File: src/design/led_flash_pkg.sv
// shared constants, types and register map for the led flash mode and timer control
// Behaviour
// - mode 00: shutdown, no switching, led high-z
// - shutdown, voltage field not 11: switch, rectifier off
// - shutdown, voltage field 11: rectifier stays on
// - mode 01: torch current, triggers ignored, timer off
// - mode 11: voltage regulation, led off, timer only from start bit
// - voltage mode: start bit edge runs timeout timer
// - mode 10: strobe pin or start bit trigger
// - level type: idle torch, active flash with timer
// - level type: rising edge starts safety timer
// - level type: low level or timeout stops timer
// - timeout clears the software start bit
// - flash length limited by programmed duration
// - edge type: idle torch without timeout
// - edge type: edge starts, only timeout ends; code also stops the timer on over temperature
// - shorted led: limit current, set failure flag
// - open led: clamp voltage, set failure flag
// - over_temperature_flag: stop stage, clear mode, read-clear flag
// - gp pin: plain io or flash mask
// - masking does not change timer duration
// - force input: voltage regulation, mode 00 led off
// - force low, mode 10: flash in current mode
// - enable: switch at once, ramp reference
// - dimming only in torch-only mode
// - force high, mode 01: voltage mode plus torch
package led_flash_pkg;

	localparam logic [1:0] mode_shutdown = 2'h0;
	localparam logic [1:0] mode_torch = 2'h1;
	localparam logic [1:0] mode_flash = 2'h2;
	localparam logic [1:0] mode_voltage = 2'h3;
	localparam logic [1:0] ov_bypass = 2'h3;

	// byte addresses of the apb registers
	localparam logic [7:0] addr_ctrl = 8'h00;
	localparam logic [7:0] addr_level = 8'h04;
	localparam logic [7:0] addr_timer = 8'h08;
	localparam logic [7:0] addr_status = 8'h0c;
	localparam logic [7:0] addr_gpio = 8'h10;

	// ctrl field positions
	localparam int ctrl_mode_lsb = 0;
	localparam int ctrl_ov_lsb = 2;
	localparam int ctrl_start_bit = 4;
	localparam int ctrl_strobe_type_bit = 5;
	localparam int ctrl_dim_bit = 6;
	// level field positions
	localparam int level_torch_lsb = 0;
	localparam int level_flash_lsb = 4;
	// timer field positions
	localparam int timer_safety_lsb = 0;
	localparam int timer_gp_lsb = 8;
	// status bit positions
	localparam int stat_fail_bit = 0;
	localparam int stat_over_temperature_flag_bit = 1;
	localparam int stat_timeout_bit = 2;
	localparam int stat_running_bit = 3;
	localparam int stat_vreg_bit = 4;
	// gpio field positions
	localparam int gpio_mask_mode_bit = 0;
	localparam int gpio_dir_bit = 1;
	localparam int gpio_out_bit = 2;
	localparam int gpio_in_bit = 3;

	localparam logic [4:0] ctrl_reset = 5'h00;
	localparam logic [2:0] torch_reset = 3'h0;
	localparam logic [2:0] flash_reset = 3'h0;
	localparam logic [4:0] safety_reset = 5'h00;
	localparam logic [2:0] gp_reset = 3'h0;

	localparam int ramp_w = 6;

	typedef enum logic [3:0] {
		st_idle = 4'h1,
		st_flash = 4'h2,
		st_gp_run = 4'h4,
		st_done = 4'h8
	} timer_state_e;

	typedef struct packed {
		logic switch_on;
		logic rectifier_on;
		logic led_connect;
		logic current_reg_on;
		logic voltage_reg;
		logic drive_flash;
		logic drive_torch;
		logic dimming_on;
		logic [1:0] output_voltage_select;
		logic [2:0] led_current_code;
		logic [ramp_w-1:0] ref_ramp;
	} power_ctrl_s;

endpackage

File: src/design/led_flash_mode_timer_ctrl.sv
// top: apb registers, mode decode and flash trigger control
`timescale 1ns/1ps
module led_flash_mode_timer_ctrl
	import led_flash_pkg::*;
#(
	parameter int tick_shift = 14
)
(
	input wire logic clk,
	input wire logic rstn,
	input wire logic psel,
	input wire logic penable,
	input wire logic pwrite,
	input wire logic [7:0] paddr,
	input wire logic [31:0] pwdata,
	output logic [31:0] prdata,
	output logic pready,
	output logic pslverr,
	input wire logic strobe_pin,
	input wire logic voltage_mode_force_input,
	input wire logic led_short_detect,
	input wire logic led_open_detect,
	input wire logic over_temp_detect,
	input wire logic gpio_in,
	output logic gpio_out,
	output logic gpio_oe,
	output power_ctrl_s power_ctrl,
	output logic current_limit,
	output logic voltage_clamp
);

	typedef struct packed {
		logic [1:0] mode;
		logic [1:0] output_voltage_select;
		logic software_start_bit;
		logic strobe_type_select;
		logic dim_enable;
		logic [2:0] torch_current_setting;
		logic [2:0] flash_current_setting;
		logic [4:0] safety_timer_duration;
		logic [2:0] general_purpose_timer;
		logic led_failure_flag;
		logic over_temperature_flag;
		logic sw_timeout_flag;
		logic gpio_mask_mode;
		logic gpio_dir;
		logic gpio_level;
		logic [1:0] strobe_sync;
		logic [1:0] force_sync;
		logic [1:0] short_sync;
		logic [1:0] open_sync;
		logic [1:0] temp_sync;
		logic [1:0] gpin_sync;
		logic strobe_prev;
		logic start_prev;
		logic [1:0] prev_mode;
		timer_state_e tstate;
		logic [31:0] rdata;
		power_ctrl_s pc;
	} top_s;

	top_s state;
	top_s next_state;

	logic t_running;
	logic t_timeout;
	logic t_start;
	logic t_stop;
	logic [4:0] t_dur;

	function automatic logic is_write(input logic [7:0] a, input logic [7:0] target);
		is_write = psel && penable && pwrite && (a == target);
	endfunction

	function automatic logic is_read(input logic [7:0] a, input logic [7:0] target);
		is_read = psel && penable && !pwrite && (a == target);
	endfunction

	function automatic logic mapped(input logic [7:0] a);
		mapped = (a == addr_ctrl) || (a == addr_level) || (a == addr_timer) ||
			(a == addr_status) || (a == addr_gpio);
	endfunction

	// combinational helpers from synchronised levels
	logic strobe_s;
	logic force_s;
	logic mask_active;
	logic trigger_level;
	logic trigger_edge;
	assign strobe_s = state.strobe_sync[1];
	assign force_s = state.force_sync[1];
	assign mask_active = state.gpio_mask_mode && state.gpin_sync[1];
	assign trigger_level = strobe_s || state.software_start_bit;
	assign trigger_edge = (strobe_s && !state.strobe_prev) ||
		(state.software_start_bit && !state.start_prev);

	led_safety_timer #(
		.count_w(24),
		.dur_w(5),
		.tick_shift(tick_shift)
	) u_timer (
		.clk(clk),
		.rstn(rstn),
		.start(t_start),
		.stop(t_stop),
		.duration(t_dur),
		.running(t_running),
		.timeout_signal(t_timeout)
	);

	always_comb
	begin
		t_start = 1'b0;
		t_stop = 1'b0;
		t_dur = state.safety_timer_duration;
		case (state.mode)
			mode_flash:
			begin
				if (!force_s || force_s)
				begin
					t_start = trigger_edge;
					// masking never touches the timer inputs
					t_stop = !state.strobe_type_select && !trigger_level;
				end
			end
			mode_voltage:
			begin
				t_start = state.software_start_bit && !state.start_prev;
				t_dur = {2'h0, state.general_purpose_timer};
			end
			default:
			begin
				t_stop = 1'b1;
			end
		endcase
		if (state.temp_sync[1])
		begin
			t_stop = 1'b1;
		end
	end

	always_comb
	begin
		next_state = state;
		next_state.strobe_sync = {state.strobe_sync[0], strobe_pin};
		next_state.force_sync = {state.force_sync[0], voltage_mode_force_input};
		next_state.short_sync = {state.short_sync[0], led_short_detect};
		next_state.open_sync = {state.open_sync[0], led_open_detect};
		next_state.temp_sync = {state.temp_sync[0], over_temp_detect};
		next_state.gpin_sync = {state.gpin_sync[0], gpio_in};
		next_state.strobe_prev = strobe_s;
		next_state.start_prev = state.software_start_bit;
		next_state.prev_mode = state.mode;

		// register writes take effect at the access edge only
		if (is_write(paddr, addr_ctrl))
		begin
			next_state.mode = pwdata[ctrl_mode_lsb +: 2];
			next_state.output_voltage_select = pwdata[ctrl_ov_lsb +: 2];
			next_state.software_start_bit = pwdata[ctrl_start_bit];
			next_state.strobe_type_select = pwdata[ctrl_strobe_type_bit];
			next_state.dim_enable = pwdata[ctrl_dim_bit];
		end
		if (is_write(paddr, addr_level))
		begin
			next_state.torch_current_setting = pwdata[level_torch_lsb +: 3];
			next_state.flash_current_setting = pwdata[level_flash_lsb +: 3];
		end
		if (is_write(paddr, addr_timer))
		begin
			next_state.safety_timer_duration = pwdata[timer_safety_lsb +: 5];
			next_state.general_purpose_timer = pwdata[timer_gp_lsb +: 3];
		end
		if (is_write(paddr, addr_gpio))
		begin
			next_state.gpio_mask_mode = pwdata[gpio_mask_mode_bit];
			next_state.gpio_dir = pwdata[gpio_dir_bit];
			next_state.gpio_level = pwdata[gpio_out_bit];
		end
		// status flags clear on read; a same-cycle event below wins
		if (is_read(paddr, addr_status))
		begin
			next_state.led_failure_flag = 1'b0;
			next_state.over_temperature_flag = 1'b0;
			next_state.sw_timeout_flag = 1'b0;
		end

		if (t_timeout)
		begin
			next_state.software_start_bit = 1'b0;
			if (state.mode == mode_voltage)
			begin
				next_state.sw_timeout_flag = 1'b1;
			end
		end
		if (state.short_sync[1] || state.open_sync[1])
		begin
			next_state.led_failure_flag = 1'b1;
		end
		if (state.temp_sync[1])
		begin
			next_state.mode = mode_shutdown;
			next_state.over_temperature_flag = 1'b1;
		end

		case (state.tstate)
			st_idle:
			begin
				if (t_start)
				begin
					next_state.tstate = (state.mode == mode_voltage) ? st_gp_run : st_flash;
				end
			end
			st_flash, st_gp_run:
			begin
				if (t_timeout)
				begin
					next_state.tstate = st_done;
				end
				else if (t_stop)
				begin
					next_state.tstate = st_idle;
				end
			end
			st_done:
			begin
				next_state.tstate = st_idle;
			end
			default:
			begin
				next_state.tstate = st_idle;
			end
		endcase

		// power stage decode
		next_state.pc = '0;
		next_state.pc.output_voltage_select = state.output_voltage_select;
		if (state.mode != mode_shutdown && state.prev_mode == mode_shutdown)
		begin
			next_state.pc.ref_ramp = '0;
		end
		else if (state.pc.ref_ramp != '1)
		begin
			next_state.pc.ref_ramp = state.pc.ref_ramp + 1'b1;
		end
		else
		begin
			next_state.pc.ref_ramp = state.pc.ref_ramp;
		end
		if (state.temp_sync[1])
		begin
			next_state.pc.ref_ramp = '0;
		end
		else if (state.mode == mode_shutdown && !force_s)
		begin
			next_state.pc.ref_ramp = '0;
			next_state.pc.rectifier_on = (state.output_voltage_select == ov_bypass);
		end
		else if (state.mode == mode_voltage || (state.mode == mode_shutdown && force_s))
		begin
			next_state.pc.switch_on = 1'b1;
			next_state.pc.rectifier_on = 1'b1;
			next_state.pc.voltage_reg = 1'b1;
		end
		else
		begin
			next_state.pc.switch_on = 1'b1;
			next_state.pc.rectifier_on = 1'b1;
			next_state.pc.led_connect = 1'b1;
			next_state.pc.current_reg_on = 1'b1;
			next_state.pc.voltage_reg = force_s;
			if (state.mode == mode_flash && t_running && !state.strobe_type_select && !mask_active)
			begin
				next_state.pc.drive_flash = 1'b1;
			end
			else if (state.mode == mode_flash && t_running && state.strobe_type_select && !mask_active)
			begin
				next_state.pc.drive_flash = 1'b1;
			end
			else
			begin
				next_state.pc.drive_torch = 1'b1;
				next_state.pc.dimming_on = state.dim_enable && (state.mode == mode_torch);
			end
			next_state.pc.led_current_code = next_state.pc.drive_flash ?
				state.flash_current_setting : state.torch_current_setting;
		end

		next_state.rdata = 32'h0;
		if (psel && !penable && !pwrite)
		begin
			case (paddr)
				addr_ctrl:
				begin
					next_state.rdata[ctrl_mode_lsb +: 2] = state.mode;
					next_state.rdata[ctrl_ov_lsb +: 2] = state.output_voltage_select;
					next_state.rdata[ctrl_start_bit] = state.software_start_bit;
					next_state.rdata[ctrl_strobe_type_bit] = state.strobe_type_select;
					next_state.rdata[ctrl_dim_bit] = state.dim_enable;
				end
				addr_level:
				begin
					next_state.rdata[level_torch_lsb +: 3] = state.torch_current_setting;
					next_state.rdata[level_flash_lsb +: 3] = state.flash_current_setting;
				end
				addr_timer:
				begin
					next_state.rdata[timer_safety_lsb +: 5] = state.safety_timer_duration;
					next_state.rdata[timer_gp_lsb +: 3] = state.general_purpose_timer;
				end
				addr_status:
				begin
					next_state.rdata[stat_fail_bit] = state.led_failure_flag;
					next_state.rdata[stat_over_temperature_flag_bit] = state.over_temperature_flag;
					next_state.rdata[stat_timeout_bit] = state.sw_timeout_flag;
					next_state.rdata[stat_running_bit] = t_running;
					next_state.rdata[stat_vreg_bit] = state.pc.voltage_reg;
				end
				addr_gpio:
				begin
					next_state.rdata[gpio_mask_mode_bit] = state.gpio_mask_mode;
					next_state.rdata[gpio_dir_bit] = state.gpio_dir;
					next_state.rdata[gpio_out_bit] = state.gpio_level;
					next_state.rdata[gpio_in_bit] = state.gpin_sync[1];
				end
				default:
				begin
					next_state.rdata = 32'h0;
				end
			endcase
		end
	end

	always_ff @(posedge clk or negedge rstn)
	begin
		if (!rstn)
		begin
			state <= '0;
			state.tstate <= st_idle;
			state.mode <= mode_shutdown;
		end
		else
		begin
			state <= next_state;
		end
	end

	// read data of every register prepared in setup, so access ends in one cycle
	assign pready = 1'b1;
	assign pslverr = psel && penable && !mapped(paddr);
	assign prdata = state.rdata;
	assign power_ctrl = state.pc;
	assign gpio_out = state.gpio_level;
	assign gpio_oe = state.gpio_dir && !state.gpio_mask_mode;
	assign current_limit = state.short_sync[1];
	assign voltage_clamp = state.open_sync[1];

endmodule

File: src/design/led_safety_timer.sv
// safety / general purpose timer with one-cycle timeout pulse
`timescale 1ns/1ps
module led_safety_timer
	import led_flash_pkg::*;
#(
	parameter int count_w = 24,
	parameter int dur_w = 5,
	parameter int tick_shift = 14
)
(
	input wire logic clk,
	input wire logic rstn,
	input wire logic start,
	input wire logic stop,
	input wire logic [dur_w-1:0] duration,
	output logic running,
	output logic timeout_signal
);

	typedef struct packed {
		logic running;
		logic timeout;
		logic [count_w-1:0] count;
		logic [count_w-1:0] limit;
	} tmr_s;

	tmr_s state;
	tmr_s next_state;

	always_comb
	begin
		next_state = state;
		next_state.timeout = 1'b0;
		if (stop)
		begin
			next_state.running = 1'b0;
		end
		else if (start && !state.running)
		begin
			next_state.running = 1'b1;
			next_state.count = '0;
			// limit latched at start so a later write cannot stretch a flash
			next_state.limit = count_w'(({{(count_w-dur_w){1'b0}}, duration} + 1'b1) << tick_shift);
		end
		else if (state.running)
		begin
			if (state.count + 1'b1 >= state.limit)
			begin
				next_state.running = 1'b0;
				next_state.timeout = 1'b1;
			end
			else
			begin
				next_state.count = state.count + 1'b1;
			end
		end
	end

	always_ff @(posedge clk or negedge rstn)
	begin
		if (!rstn)
		begin
			state <= '0;
		end
		else
		begin
			state <= next_state;
		end
	end

	assign running = state.running;
	assign timeout_signal = state.timeout;

endmodule

File: config.mk
export PLATFORM = sky130hd
export DESIGN_NAME = led_flash_mode_timer_ctrl
export DESIGN_NICKNAME = d
export VERILOG_FILES = /design/src/design/led_flash_pkg.sv /design/src/design/led_flash_mode_timer_ctrl.sv /design/src/design/led_safety_timer.sv
export SDC_FILE = /design/constraint.sdc
export NUM_CORES = 1
export LEC_CHECK = 0
export ABC_AREA = 0
export BUFFER_PORTS_ARGS = -buffer_cell sky130_fd_sc_hd__clkbuf_2
export CORE_ASPECT_RATIO = 1.2
export CORE_UTILIZATION = 40
export DETAILED_ROUTE_END_ITERATION = 16
export PLACE_DENSITY = 0.6
export SYNTH_ARGS = -nofsm -noshare
export SYNTH_HDL_FRONTEND = slang
export SYNTH_HIERARCHICAL = 1
export SYNTH_SLANG_ARGS = --single-unit
File: constraint.sdc
create_clock -name clk -period 4.4 [get_ports clk]
set_input_delay 0.88 -clock clk [delete_from_list [all_inputs] [get_ports clk]]
set_output_delay 0.88 -clock clk [all_outputs]
set_load 0.02 [all_outputs]
# After elaboration in Yosys (flattened, before gate mapping)
# Index checks and enable logic that the tools add are counted.
totals:
  in_bits: 51
  out_inout_bits: 57
  wordCells: 161
  ff_bits: 130
op_classes:
  n_eq_ne: 10
  addsub: 3
  bitwise: 1
  order_cmp: 1
  mux: 49
  n_reduce_logical: 57
ops:
  columns: ["op", "count"]
  rows:
  - ["2-to-1 mux 24 bit", 3]
  - ["2-to-1 mux 49 bit", 1]
  - ["2-to-1 mux 6 bit", 5]
  - ["logical AND 1 bit", 26]
  - ["2-to-1 mux 26 bit", 1]
  - ["adder 24 x 1 -> 24 bit, second input constant", 1]
  - ["greater-or-equal comparator 24 bit", 1]
  - ["2-to-1 mux 3 bit", 7]
  - ["2-to-1 mux 1 bit", 17]
  - ["== test 8 x 4 -> 1 bit, second input constant", 2]
  - ["case mux 3 bit (5 select lines)", 1]
  - ["nonzero test 2 bit", 6]
  - ["logical NOT 1 bit", 11]
  - ["2-to-1 mux 11 bit", 1]
  - ["2-to-1 mux 2 bit", 5]
  - ["== test 8 x 3 -> 1 bit, second input constant", 1]
  - ["== test 8 x 5 -> 1 bit, second input constant", 1]
  - ["logical NOT 8 bit", 1]
  - ["logical OR 1 bit", 8]
  - ["2-to-1 mux 8 bit", 1]
  - ["case mux 1 bit (4 select lines)", 2]
  - ["2-to-1 mux 7 bit", 1]
  - ["adder 5 x 1 -> 6 bit, second input constant", 1]
  - ["adder 6 x 1 -> 6 bit, second input constant", 1]
  - ["12 further kinds", 16]

# Logic depth before layout (Yosys ltp)
logic_depth:
  ltp_word: 13
  mapped_depth: 17

# Modules after synthesis
# Netlist, hierarchy kept.
modules_own_cells:
  columns: ["mod", "area_each_um2", "seq_area_each_um2", "instances", "cells_each"]
  rows:
  - ["led_flash_mode_timer_ctrl", 3249.4, 1776.7, 1, 276]
  - ["led_safety_timer", 2118.3, 800.8, 1, 241]

# Worst setup path after synthesis
# No wires, ideal clock.
synth_path:
  path_type: "register -> register"
  from: "register u_timer/state[24] in the netlist's numbering"
  to: "register u_timer/state[26] in the netlist's numbering"
  setup_time_ns: 0.128
  stages_incl_launch_ff: 17
  slack_ns: 0.814
  required_ns: 4.272
  t_arrival_ns: 3.459
  path_buffers: 1
  cell_sequence: "dfrtp_1 ha_1 nand3_1 nor4_1 and3_1 nand3_1 or2_2 xnor2_1 ha_1 nor2b_1 o21ai_0 o211ai_1 nor4_4 a21oi_2 inv_2 buf_6 o211ai_2"
synth_via:
  elab_chain_len: 4
  elab_cells_between_ends: 7
  classes_between: "1 x add/sub; 1 x order compare; 1 x eq/ne; 3 x mux; 1 x reduce/logical"
synth_rtl:
  columns: ["element", "line", "rtl"]
  rows:
  - ["start, declared", "led_safety_timer.sv:27", "tmr_s state;"]
  - ["start signal, assigned", "led_safety_timer.sv:67", "state <= next_state;"]
  - ["adder 24 x 1 -> 24 bit *", "led_safety_timer.sv:47, led_safety_timer.sv:54", null]
  - ["greater-or-equal comparator 24 bit or 2-to-1 mux 24 bit (tied branches)", "led_safety_timer.sv:47", "if (state.count + 1'b1 >= state.limit)"]
  - ["inequality test 2 x 1 -> 1 bit (no line) or 2-to-1 mux 26 bit (tied branches)", null, null]
  - ["AND reduction 3 bit (no line) or 2-to-1 mux 24 bit (tied branches)", null, null]
# Mark *: on every way between the ends. The rest lies on a longest branch, timed or not. The select of a mux whose other input is x is not followed.
# A chain may end at the register's enable or synchronous reset.

# Final worst setup path
layout_path:
  from: "register u_timer/state[25] in the netlist's numbering"
  to: "register u_timer/state[42] in the netlist's numbering"
# The elaborated chain is that of the path after synthesis.

==> results.yml <==
status:
  outcome: "complete, no violations"
worst_setup_path:
  path_max_fanout: 19
  r2r_setup_slack_ns: 0.34
  worst-endpoint-required_ns: 4.66
  timing.critical_path.cells: "ha_1, nand3_1, nor4_2, and3_1, nand3_1, or2_2, xnor2_1, ha_1, nand4_1, nor2_1, o21ai_0, nor3_1, nand4_1, a21oi_2, inv_2, a31oi_1"
  worst_reg_to_reg_cells: 16
  critical-path-top-delay-family: "simple AND/OR/NAND/NOR gates"
  critical-path-slowest-cell: "sky130_fd_sc_hd__dfrtp_1"
  crit_type: "reg2reg"
  timing.rr.end: "u_timer/state[42]"
  worstSetupStartpointType: "flip-flop"
  path_depth: 16
  cp_num_buf_inv: 1
  cp-end-kind: "flip-flop"
  worst_ep_arrival_time_ns: 4.32
  crit-reg2reg-launch: "u_timer/state[25]"
  critical-path-max-stage-delay_ns: 0.42
floorplan:
  std_cell_rows: 46
  die_area_um2: 13900
  fp.coreArea_um2: 13200
  die_x_um: 108
  ios: 108
  initial_core_util_pct: 40.7
  floorplan.die.height_um: 129
layout:
  area_growth_syn_to_layout_pct: 7.97
  regArea_um2: 2580
  drive_gt1_share_pct: 22.1
  n_antenna_cell: 0
  nNetsFinal: 603
  design_area_um2: 5800
  layout.filler_cells: 1288
  fin_cells: 715
  final_common_cell: "sky130_fd_sc_hd__dfrtp_1"
  multi_input_comb_area_um2: 2320
  post-route-util_pct: 44.0
  layout.cells.most_common_list: "103 x sky130_fd_sc_hd__dfrtp_1, 61 x sky130_fd_sc_hd__clkbuf_2, 36 x sky130_fd_sc_hd__nor2_1"
logic_synthesis:
  synthesis.area_per_instance_um2: 10.4
  syn_inst: 517
  area_contributors_post_synth: "sky130_fd_sc_hd__dfrtp_1 48%, sky130_fd_sc_hd__buf_4 7.3%, sky130_fd_sc_hd__mux2_2 4.4%, sky130_fd_sc_hd__mux2i_1 3.7%, sky130_fd_sc_hd__nor2_1 2.5%"
  dominantRegCellSynth: "sky130_fd_sc_hd__dfrtp_1"
  mappedNetlistArea_um2: 5370
  synth_top_area_share_pct: 48.0
  number_of_synthesized_flops_with_an_enable_pin: 0
  synth_top_area_cell: "sky130_fd_sc_hd__dfrtp_1"
  yosys_warnings: 6
  number_of_synthesized_register_bits: 103
  async_set_reset_flop_share_out_of_synthesis_pct: 100
  netlist-cell-type-count: 66
  yosysSeqAreaShare_pct: 48.0
power:
  power_frac_comb_pct: 4.9
  seq_power_share_pct: 53.4
  power.switching_mw: 0.439
  p_int_mw: 1.37
  static-leakage-power_nw: 2.74
  vdd_ir_drop_max_v: 0.000156
  pwr-share-clk_pct: 41.7
  finalPower_mw: 1.81
  cellPowerDensity_nw_per_um2: 312
  power_switching_share_pct: 24.2
sta:
  skew_ns: 0.0122
  final_period_minus_worst_setup_slack_ns: 4.06
  post-route-period-util_pct: 92.3
  finalSetupTns_ns: 0
  slew_margin_rel_pct: 36.0
  rsz0062_at_grt: "false"
  final.setup.worst_slack_ns: 0.337
  timing.final.max_slew_violations: 0
  report.final.hold_viol_count: 0
  hold-worst-slack_ns: 0.348
  max_freq_mhz: 246
  report.final.setup_viol: 0
  worst-slew-pin-transition_ns: 0.959
clock_tree:
  clock_path_buffers: 2
  tritoncts: "done"
  cts_htree_levels: 3
  clkSinkCount: 103
  cts_root_cell: "sky130_fd_sc_hd__clkbuf_16"
  cts_buffers: 9
  insertion_delay_ns: 0.35
  path_clk_slew_ns: 0.06
  cts_setup_buffers: 0
routing:
  route.final.wire_length_mm: 10.8
  drtAntennaViolNets: 0
  detailedRoute.firstPassIterationCount: 5
  wire_per_inst_um: 15.0
  vias: 3724
  dr.first_iter.drc_count: 247
  avgViaCountPerCell: 5.21
  drcViolationCount: 0
placed_design:
  detailed_place.area_um2: 5510
  placed_cells_incl_taps: 700
  final_estimated_routing_congestion_in_global_placement: 0.847
  dp.final_hpwl_mm: 7.58
  port_buffers: 62
  dp_slack_ns: 0.340
hold_path:
  hold_path.class: "reg2reg"
  holdCritStartpoint: "next_state[70]"
  hold-path-cell-count: 0
  timing.hold.worst_endpoint: "next_state[58]"
global_route:
  vias_in_the_first_global_route: 3538
  grt_remaining_overflow: 0
  globalRouteTotalUtil_pct: 16.2
  grt_first_pass_wirelength_mm: 17.5
  antenna_found_initial: 0
  pin_count_of_the_biggest_net_entering_global_routing: 78
flow_run:
  timing.max_cap.violations: 0
how the worst max path moves through the flow:
stage / slack, ns / to / startpoint
2_1_floorplan: 0.81 / u_timer/state[26] / u_timer/state[24]
6_report: 0.34 / u_timer/state[42] / u_timer/state[25]
3_3_place_gp: 0.39 / u_timer/state[32] / u_timer/state[24]
4_1_cts: 0.33 / u_timer/state[27] / u_timer/state[24]
5_1_grt: 0.03 / u_timer/state[27] / u_timer/state[25]
3_5_place_dp: 0.34 / u_timer/state[42] / u_timer/state[24]
synthesized netlist by cell type, types with 2 or more instances:
library cell and number:
sky130_fd_sc_hd__nor4_4 2, sky130_fd_sc_hd__xnor2_1 10, sky130_fd_sc_hd__o2bb2ai_1 3, sky130_fd_sc_hd__nand3_2 2
sky130_fd_sc_hd__conb_1 2, sky130_fd_sc_hd__a31oi_1 21, sky130_fd_sc_hd__nand3_1 21, sky130_fd_sc_hd__and2_1 7
sky130_fd_sc_hd__xor2_1 5, sky130_fd_sc_hd__dfrtp_1 103, sky130_fd_sc_hd__inv_1 20, sky130_fd_sc_hd__nor3b_1 8
sky130_fd_sc_hd__or3_1 2, sky130_fd_sc_hd__mux2i_1 20, sky130_fd_sc_hd__nor3_1 13, sky130_fd_sc_hd__buf_4 52
sky130_fd_sc_hd__nand4b_1 2, sky130_fd_sc_hd__clkbuf_1 9, sky130_fd_sc_hd__mux2_2 21, sky130_fd_sc_hd__a222oi_1 3
sky130_fd_sc_hd__nor4_1 3, sky130_fd_sc_hd__nor2b_1 6, sky130_fd_sc_hd__and3_1 16, sky130_fd_sc_hd__nor2_1 36
sky130_fd_sc_hd__o21ai_0 16, sky130_fd_sc_hd__nand2_1 31, sky130_fd_sc_hd__nand2b_1 5, sky130_fd_sc_hd__nand4_1 7
sky130_fd_sc_hd__buf_2 8, sky130_fd_sc_hd__ha_1 9, sky130_fd_sc_hd__nand3b_1 2, sky130_fd_sc_hd__o21ai_1 5
sky130_fd_sc_hd__o211ai_2 2, sky130_fd_sc_hd__o211ai_1 6, sky130_fd_sc_hd__or2_2 2, sky130_fd_sc_hd__a21oi_1 7
logic make-up (layout without fill, tap and decap cells):
kind of cell,Yosys count,count (layout),share of synthesized area [%]
AND/OR/NAND/NOR,178,178,18.9
flip-flops,103,103,48.0
buffers and inverters,92,101,10.4
AO/OA/AOI/OAI,76,76,9.49
multiplexers,42,42,8.55
XOR/XNOR,15,15,2.45
adder cells (fa/ha/maj),9,9,2.10
other,2,23,0.140
routing by layer:
layer | global-route usage [%] | vias to the layer above | routed length, µm
met5 | 0 | - | 0
met4 | 6.37 | 0 | 142
met3 | 3.24 | 10 | 429
met2 | 27.1 | 96 | 5420
met1 | 20.6 | 1816 | 4760
li1 | - | 1802 | -
power groups by stage:
stage	Sequential (mW)	Clock [mW]	Combinational [mW]
detailed placement	0.985	0	0.0906
finish	0.966	0.754	0.0893
floorplan	0.982	0	0.0654
global route	0.967	0.820	0.100
global placement	0.984	0	0.0894
CTS	0.966	0.779	0.0909
cell type report:
cell class | instances | area share [%]
well taps | 168 | 3.63
multi-input cells | 343 | 40.0
inverters | 21 | 1.36
clock buffers | 9 | 3.89
repair buffers | 65 | 5.79
clock inverters | 6 | 0.885
flip-flops and latches | 103 | 44.5
repair_timing:
action | in CTS | in global routing
endpoints found under the setup margin | 0 | 8
hold buffers | 0 | 0
gates resized for setup | 0 | 1
worst reg2reg max path, stage by stage, from the launching register on:
cell and delay, ns:
sky130_fd_sc_hd__dfrtp_1 0.42, sky130_fd_sc_hd__ha_1 0.26, sky130_fd_sc_hd__nand3_1 0.20, sky130_fd_sc_hd__nor4_2 0.24, sky130_fd_sc_hd__and3_1 0.28, sky130_fd_sc_hd__nand3_1 0.22
sky130_fd_sc_hd__or2_2 0.37, sky130_fd_sc_hd__xnor2_1 0.13, sky130_fd_sc_hd__ha_1 0.29, sky130_fd_sc_hd__nand4_1 0.13, sky130_fd_sc_hd__nor2_1 0.14, sky130_fd_sc_hd__o21ai_0 0.11
sky130_fd_sc_hd__nor3_1 0.26, sky130_fd_sc_hd__nand4_1 0.20, sky130_fd_sc_hd__a21oi_2 0.27, sky130_fd_sc_hd__inv_2 0.22, sky130_fd_sc_hd__a31oi_1 0.23
sequential cells by signal, summed over array words and instances, names as in the netlist:
register,flops
u_timer/state,30
state,27
power_ctrl,18
next_state,12
prdata,10
current_limit,1
force_s,1
gpio_out,1
u_timer/running,1
u_timer/timeout_signal,1
voltage_clamp,1
Power figures use the tool's default switching activity.
